--- src/pbcr_pkg.sv ---
package pbcr_pkg;

  // ===========================================================
  // Register offsets (byte addresses)
  localparam logic [7:0] OFS_ID     = 8'h00;
  localparam logic [7:0] OFS_CMD    = 8'h04;

  // ===========================================================
  // Field positions in the identification dword
  localparam int VEN_LSB = 0;
  localparam int DEV_LSB = 16;

  // ===========================================================
  // Command bit positions
  localparam int CMD_IO    = 0;
  localparam int CMD_MEM   = 1;
  localparam int CMD_BME   = 2;
  localparam int CMD_PERR  = 6;
  localparam int CMD_SERR  = 8;
  localparam int CMD_INTD  = 10;

  // Writable command bits; all others read zero
  localparam logic [15:0] CMD_WMASK = 16'h0547;
  localparam logic [15:0] CMD_RESET = 16'h0000;

  // ===========================================================
  // Status half of the command dword
  localparam int STS_MDPE = 24;
  localparam logic STS_RESET = 1'b0;

  // ===========================================================
  // Configuration access timing
  localparam int CFG_LATENCY = 1;

  // ===========================================================
  // Configuration request carrier
  typedef struct packed {
    logic        valid;
    logic        write;
    logic [7:0]  addr;
    logic [3:0]  be;
    logic [31:0] wdata;
  } pbcr_cfg_req_s;

  // Transaction kind seen on either side of the port
  typedef struct packed {
    logic valid;
    logic is_io;
    logic is_mem;
    logic non_posted;
  } pbcr_txn_s;

endpackage

--- src/pbcr_gate.sv ---
`timescale 1ns/1ps
module pbcr_gate #(
  parameter int W = 1
) (
  input  wire logic         clk_i,
  input  wire logic         rst_i,
  input  wire logic         en_i,
  input  wire logic [W-1:0] in_i,
  output logic      [W-1:0] q_o
);

  // ===========================================================
  // Registered gating of event pulses
  always_ff @(posedge clk_i or posedge rst_i) begin
    if (rst_i) begin
      q_o <= '0;
    end else begin
      q_o <= en_i ? in_i : '0;
    end
  end

endmodule

--- src/pbcr_regs.sv ---
`timescale 1ns/1ps
module pbcr_regs #(
  parameter logic [15:0] VENDOR_DEFAULT = 16'h1A5C, // Arbitrary value
  parameter logic [15:0] DEVICE_DEFAULT = 16'h0E71  // Arbitrary value
) (
  input  wire logic                   clk_i,
  input  wire logic                   rst_i,
  // Configuration access
  input  wire pbcr_pkg::pbcr_cfg_req_s cfg_req_i,
  output logic                        cfg_ack_o,
  output logic [31:0]                 cfg_rdata_o,
  // Identity override from SMBus or EEPROM autoload
  input  wire logic                   id_load_vendor_i,
  input  wire logic                   id_load_device_i,
  input  wire logic [15:0]            id_value_i,
  // Primary-side transactions
  input  wire pbcr_pkg::pbcr_txn_s     pri_txn_i,
  output logic                        pri_io_claim_o,
  output logic                        pri_mem_claim_o,
  // Downstream-side requests heading upstream
  input  wire pbcr_pkg::pbcr_txn_s     ds_txn_i,
  output logic                        up_forward_o,
  output logic                        ds_ur_o,
  output logic                        ds_ur_cpl_o,
  // Parity and error events
  input  wire logic                   parity_err_i,
  output logic                        parity_action_o,
  input  wire logic                   err_event_i,
  output logic                        err_report_o,
  // INTx
  input  wire logic                   own_intx_i,
  output logic                        own_intx_o,
  input  wire logic                   fwd_intx_i,
  output logic                        fwd_intx_o,
  // Current state
  output logic [15:0]                 cmd_o,
  output logic                        mdpe_o
);

  // ===========================================================
  // State
  logic [15:0] vendor_q;
  logic [15:0] vendor_d;
  logic [15:0] device_q;
  logic [15:0] device_d;
  logic [15:0] cmd_q;
  logic [15:0] cmd_d;
  logic        mdpe_q;
  logic        mdpe_d;
  logic        ack_q;
  logic [31:0] rdata_q;
  logic [31:0] rdata_d;

  // ===========================================================
  // Decode
  wire         hit_id;
  wire         hit_cmd;
  wire         wr_cmd;
  wire  [15:0] wr_lanes;
  wire  [15:0] cmd_wr_val;
  wire         mdpe_set;
  wire         mdpe_clr;
  wire         io_en;
  wire         mem_en;
  wire         bme;
  wire         perr_en;
  wire         serr_en;
  wire         intx_dis;
  wire         ds_memio;

  assign hit_id   = cfg_req_i.valid && (cfg_req_i.addr == pbcr_pkg::OFS_ID);
  assign hit_cmd  = cfg_req_i.valid && (cfg_req_i.addr == pbcr_pkg::OFS_CMD);
  assign wr_cmd   = hit_cmd && cfg_req_i.write;
  assign wr_lanes = {{8{cfg_req_i.be[1]}}, {8{cfg_req_i.be[0]}}};

  // Only writable bits take the new value
  assign cmd_wr_val = (cmd_q & ~(wr_lanes & pbcr_pkg::CMD_WMASK)) |
                      (cfg_req_i.wdata[15:0] & wr_lanes &
                       pbcr_pkg::CMD_WMASK);

  assign io_en    = cmd_q[pbcr_pkg::CMD_IO];
  assign mem_en   = cmd_q[pbcr_pkg::CMD_MEM];
  assign bme      = cmd_q[pbcr_pkg::CMD_BME];
  assign perr_en  = cmd_q[pbcr_pkg::CMD_PERR];
  assign serr_en  = cmd_q[pbcr_pkg::CMD_SERR];
  assign intx_dis = cmd_q[pbcr_pkg::CMD_INTD];

  // Flag set only with parity response enabled
  assign mdpe_set = parity_err_i && perr_en;
  assign mdpe_clr = wr_cmd && cfg_req_i.be[3] &&
                    cfg_req_i.wdata[pbcr_pkg::STS_MDPE];

  assign ds_memio = ds_txn_i.valid && (ds_txn_i.is_io || ds_txn_i.is_mem);

  // ===========================================================
  // Next-state logic
  always_comb begin
    vendor_d = vendor_q;
    device_d = device_q;
    if (id_load_vendor_i) begin
      vendor_d = id_value_i;
    end
    if (id_load_device_i) begin
      device_d = id_value_i;
    end
  end

  always_comb begin
    cmd_d = cmd_q;
    if (wr_cmd) begin
      cmd_d = cmd_wr_val;
    end
  end

  // Set wins over a simultaneous clear
  always_comb begin
    mdpe_d = mdpe_q;
    if (mdpe_clr) begin
      mdpe_d = 1'b0;
    end
    if (mdpe_set) begin
      mdpe_d = 1'b1;
    end
  end

  always_comb begin
    rdata_d = 32'h0000_0000;
    if (hit_id && !cfg_req_i.write) begin
      rdata_d[pbcr_pkg::VEN_LSB +: 16] = vendor_q;
      rdata_d[pbcr_pkg::DEV_LSB +: 16] = device_q;
    end else if (hit_cmd && !cfg_req_i.write) begin
      rdata_d[15:0] = cmd_q & pbcr_pkg::CMD_WMASK;
      rdata_d[pbcr_pkg::STS_MDPE] = mdpe_q;
    end
  end

  // ===========================================================
  // Registers
  always_ff @(posedge clk_i or posedge rst_i) begin
    if (rst_i) begin
      vendor_q <= VENDOR_DEFAULT;
      device_q <= DEVICE_DEFAULT;
    end else begin
      vendor_q <= vendor_d;
      device_q <= device_d;
    end
  end

  // Command bits all reset to zero
  always_ff @(posedge clk_i or posedge rst_i) begin
    if (rst_i) begin
      cmd_q  <= pbcr_pkg::CMD_RESET;
      mdpe_q <= pbcr_pkg::STS_RESET;
    end else begin
      cmd_q  <= cmd_d;
      mdpe_q <= mdpe_d;
    end
  end

  always_ff @(posedge clk_i or posedge rst_i) begin
    if (rst_i) begin
      ack_q   <= 1'b0;
      rdata_q <= 32'h0000_0000;
    end else begin
      ack_q   <= cfg_req_i.valid;
      rdata_q <= rdata_d;
    end
  end

  assign cfg_ack_o   = ack_q;
  assign cfg_rdata_o = rdata_q;
  assign cmd_o       = cmd_q;
  assign mdpe_o      = mdpe_q;

  // ===========================================================
  // Primary-side decode enables
  pbcr_gate #(.W(1)) u_io_claim (
    .clk_i (clk_i),
    .rst_i (rst_i),
    .en_i  (io_en),
    .in_i  (pri_txn_i.valid && pri_txn_i.is_io),
    .q_o   (pri_io_claim_o)
  );

  pbcr_gate #(.W(1)) u_mem_claim (
    .clk_i (clk_i),
    .rst_i (rst_i),
    .en_i  (mem_en),
    .in_i  (pri_txn_i.valid && pri_txn_i.is_mem),
    .q_o   (pri_mem_claim_o)
  );

  // ===========================================================
  // Upstream mastering
  pbcr_gate #(.W(1)) u_forward (
    .clk_i (clk_i),
    .rst_i (rst_i),
    .en_i  (bme),
    .in_i  (ds_memio),
    .q_o   (up_forward_o)
  );

  // Unsupported Request path while mastering is off
  pbcr_gate #(.W(2)) u_ur (
    .clk_i (clk_i),
    .rst_i (rst_i),
    .en_i  (!bme),
    .in_i  ({ds_memio, ds_memio && ds_txn_i.non_posted}),
    .q_o   ({ds_ur_o, ds_ur_cpl_o})
  );

  // ===========================================================
  // Parity and error reporting
  pbcr_gate #(.W(1)) u_parity (
    .clk_i (clk_i),
    .rst_i (rst_i),
    .en_i  (perr_en),
    .in_i  (parity_err_i),
    .q_o   (parity_action_o)
  );

  pbcr_gate #(.W(1)) u_err (
    .clk_i (clk_i),
    .rst_i (rst_i),
    .en_i  (serr_en),
    .in_i  (err_event_i),
    .q_o   (err_report_o)
  );

  // ===========================================================
  // INTx: own messages gated, forwarded ones untouched
  pbcr_gate #(.W(1)) u_own_intx (
    .clk_i (clk_i),
    .rst_i (rst_i),
    .en_i  (!intx_dis),
    .in_i  (own_intx_i),
    .q_o   (own_intx_o)
  );

  pbcr_gate #(.W(1)) u_fwd_intx (
    .clk_i (clk_i),
    .rst_i (rst_i),
    .en_i  (1'b1),
    .in_i  (fwd_intx_i),
    .q_o   (fwd_intx_o)
  );

endmodule

--- config.mk ---
export PLATFORM = sky130hd
export DESIGN_NAME = pbcr_regs
export DESIGN_NICKNAME = d
export VERILOG_FILES = /design/src/pbcr_pkg.sv /design/src/pbcr_gate.sv /design/src/pbcr_regs.sv
export SDC_FILE = /design/constraint.sdc
export NUM_CORES = 1
export LEC_CHECK = 0
export ABC_AREA = 1
export ABC_CLOCK_PERIOD_IN_PS = 2550
export BUFFER_PORTS_ARGS = -buffer_cell sky130_fd_sc_hd__buf_2
export CORE_ASPECT_RATIO = 1.4
export CORE_MARGIN = 1
export CORE_UTILIZATION = 35
export DETAILED_ROUTE_END_ITERATION = 8
export SLEW_MARGIN = 20
export SYNTH_ARGS = -nofsm -noshare
export SYNTH_HDL_FRONTEND = slang
export SYNTH_SLANG_ARGS = --single-unit
--- constraint.sdc ---
create_clock -name clk_i -period 2.55 [get_ports clk_i]
set_input_delay 0 -clock clk_i [delete_from_list [all_inputs] [get_ports clk_i]]
set_output_delay 0 -clock clk_i [all_outputs]
set_load 0.02 [all_outputs]
==> impl_metrics.ini <==
[clock_network]
htreeDepth = 3
path_clk_slew_ps = 60
cts_tree = yes
root_buffer = clkbuf_16
max-clock-path-buffers = 2
cts_inserted_buffers = 9
cts_sinks = 81
clock_latency_ps = 330

[finish]
drive_above_1_share_pct = 37.0
finalNetCount = 508
n_fill_cell = 806
n_antenna_cell = 0
area_delta_synth_final_pct = 41.2
layout.cells.non_filler = 540

[worst_hold_path]
hold_depth = 3
hold_class = in2reg

[synthesis]
synthAdderAreaFrac_pct = 0
synthMuxAreaShare_pct = 2.52
synth_warnings = 0
syn_area_um2 = 3130
yosys-top-cells-area = dfrtp_1 54%, dfstp_2 12%, nand2_1 6.5%
yosysTopAreaCell = dfrtp_1
synth_top_family_by_area = simple AND/OR/NAND/NOR gates
synthDistinctLibCells = 20
yosys.area_share.simple_pct = 17.8
synth_compound_area_share_pct = 4.16
synth_top_area_share_pct = 53.5
syn_inst = 292
synth_xor_area_share_pct = 0
syn_avg_cell_area_um2 = 10.7
ys_ff_latch = 81
seq_area_frac_synth_pct = 65.3

[detailed_routing]
finalWirelength_um = 6560
drt-initial-drc-count = 69
final_antenna_net_count = 0
drc = 0
viasPerCell = 4.44
dr_total_vias = 2398
avgRoutedWirePerCell_um = 12.2
first_pass_iters = 4

[timing]
fin_hold_ws_ps = 28.1
final_max_slew_viol_count = 0
period_share_pct = 85.7
setup_violations = 0
tns_ps = 0
period_needed_ps = 2190
tightest_slew_ps = 519
maxSlewHeadroom_pct = 65.4
skew_ps = 1.91
hold_violations = 0
fmax_mhz = 457
worst_slack_ps = 364
rsz0062_at_grt = false

[die]
pin_count = 137
die_h_um = 114
chipWidth_um = 81.9
core_area_um2 = 8610
initial_core_util_pct = 36.4
num_rows = 40
die-area_um2 = 9340

[worst_setup_path]
worstPathMaxFanout = 24
startpoint_type = primary input
cp.required_ps = 2810
critPathKind = in2reg
cp.arrival_ps = 2450
reg2reg_depth = 2
critPathCaptureType = register

[placement]
hpwl_um = 4090
dp_cells = 480
pre_cts_ws_ps = 1200
gp_congestion = 0.705
io_buffers = 99

[power]
power_uw = 3090
vdd.ir_drop.worst_mv = 0.374
p_per_area_nw_per_um2 = 698
leakagePower_uw = 0.00237

[global_routing]
grt_pass1_wl_um = 11000
grt_pass1_vias = 2394
grt_max_degree = 82
grt.total_usage_pct = 15.7
grt_antenna_before_repair = 0
overflow = 0

[outcome]
outcome = finished, final reports clean

[run]
max-cap-violations = 0
per-stage QoR:
stage | util [%] | cell area (um2)
floorplan | - | 3170
finish | 51.4 | 4420
detailed placement | 42.3 | 3640
global placement | 42.3 | 3640
CTS | 51.4 | 4420
global route | 51.4 | 4420
repair_timing:
item,4_1_cts,5_1_grt
setup buffers,0,0
resized for setup,0,0
hold buffers,44,0
hold endpoints to repair,116,0
cells by family after synthesis:
group | Yosys count
AOI/OAI and AO/OA | 26
other | 1
and+or+nand+nor | 114
DFF | 81
muxes | 7
buffers and inverters | 63
sequential cells by signal, summed over array words and instances, names as in the netlist, named ones only:
| register | flops |
|---|---|
| cfg_ack_o | 1 |
| cfg_rdata_o | 32 |
| device_q | 16 |
| mdpe_o | 1 |
| u_err.q_o | 1 |
| u_forward.q_o | 1 |
| u_fwd_intx.q_o | 1 |
| u_io_claim.q_o | 1 |
| u_mem_claim.q_o | 1 |
| u_own_intx.q_o | 1 |
| u_parity.q_o | 1 |
| u_ur.q_o | 2 |
| vendor_q | 16 |
worst max-delay path: stages:
cell and delay (ps):
dlygate4sd3_1 520, buf_2 110, inv_1 40, nor2_1 80, nand2_1 90, nor2_4 70
buf_4 260, nand4_1 120, dlygate4sd3_1 570, nand2_1 60, dlygate4sd3_1 540
where the power goes:
| group | internal, uW | leakage, uW | switching, uW |
|---|---|---|---|
| sequential | 1360 | 0.00104 | 22.1 |
| clock | 977 | 0.000172 | 488 |
| combinational | 103 | 0.00116 | 142 |
| total | 2440 | 0.00237 | 652 |
cells in the mapped netlist:
cell type,n
inv_1,35
mux2_2,7
nor2_4,1
nor3b_1,1
conb_1,1
nand2_1,54
clkinv_1,1
buf_2,2
clkbuf_1,5
dfstp_2,14
nor2_1,14
nor2_2,20
dfrtp_1,67
buf_6,2
nand3_1,3
nand4_1,20
buf_4,17
o21ai_0,26
buf_1,1
nand3_4,1
worst paths after layout:
path | from | to | slack (ps)
setup / recovery | cfg_req_i[45] | register | 360
hold / removal | cfg_req_i[38] | cfg_rdata_o[6] | 30
setup reg to reg | register | u_ur.q_o[0] | 1230
hold reg to reg | vendor_q[15] | cfg_rdata_o[15] | 490
max in group asynchronous | rst_i | vendor_q[4] | 1900
min in group asynchronous | rst_i | cfg_ack_o | 300
cells in the final DEF, fill, tap and decap left out:
| cell | n |
|---|---|
| mux2_2 | 7 |
| nor2_4 | 1 |
| dlygate4sd3_1 | 44 |
| clkinv_1 | 1 |
| clkbuf_8 | 1 |
| dfstp_2 | 14 |
| nor3b_1 | 1 |
| inv_1 | 34 |
| buf_2 | 99 |
| nor2_1 | 14 |
| clkinv_2 | 4 |
| buf_12 | 1 |
| conb_1 | 10 |
| nand2_1 | 54 |
| nand4_1 | 20 |
| dfrtp_1 | 67 |
| o21ai_0 | 26 |
| clkbuf_16 | 9 |
| nand3_4 | 1 |
| nand3_1 | 3 |
| buf_4 | 1 |
| bufinv_16 | 3 |
| nor2_2 | 20 |
layer usage:
metal / global-route usage, % / up-vias / share of wire, %
met2: 26.7 / 93 / 52
met4: 5.85 / 0 / 1.1
met1: 17.7 / 1135 / 40
met5: 0 / - / 0
li1: - / 1164 / -
met3: 5.60 / 6 / 7.4
final cells by class:
class / instances / area, um2 / area share, %
Sequential cell: 81 / 2040 / 46.2
Tap cell: 105 / 131 / 2.97
Multi-Input combinational cell: 157 / 803 / 18.2
Clock inverter: 6 / 105 / 2.38
Timing Repair Buffer: 145 / 963 / 21.8
Inverter: 36 / 136 / 3.08
Clock buffer: 10 / 239 / 5.40
Power figures use the tool's default switching activity.
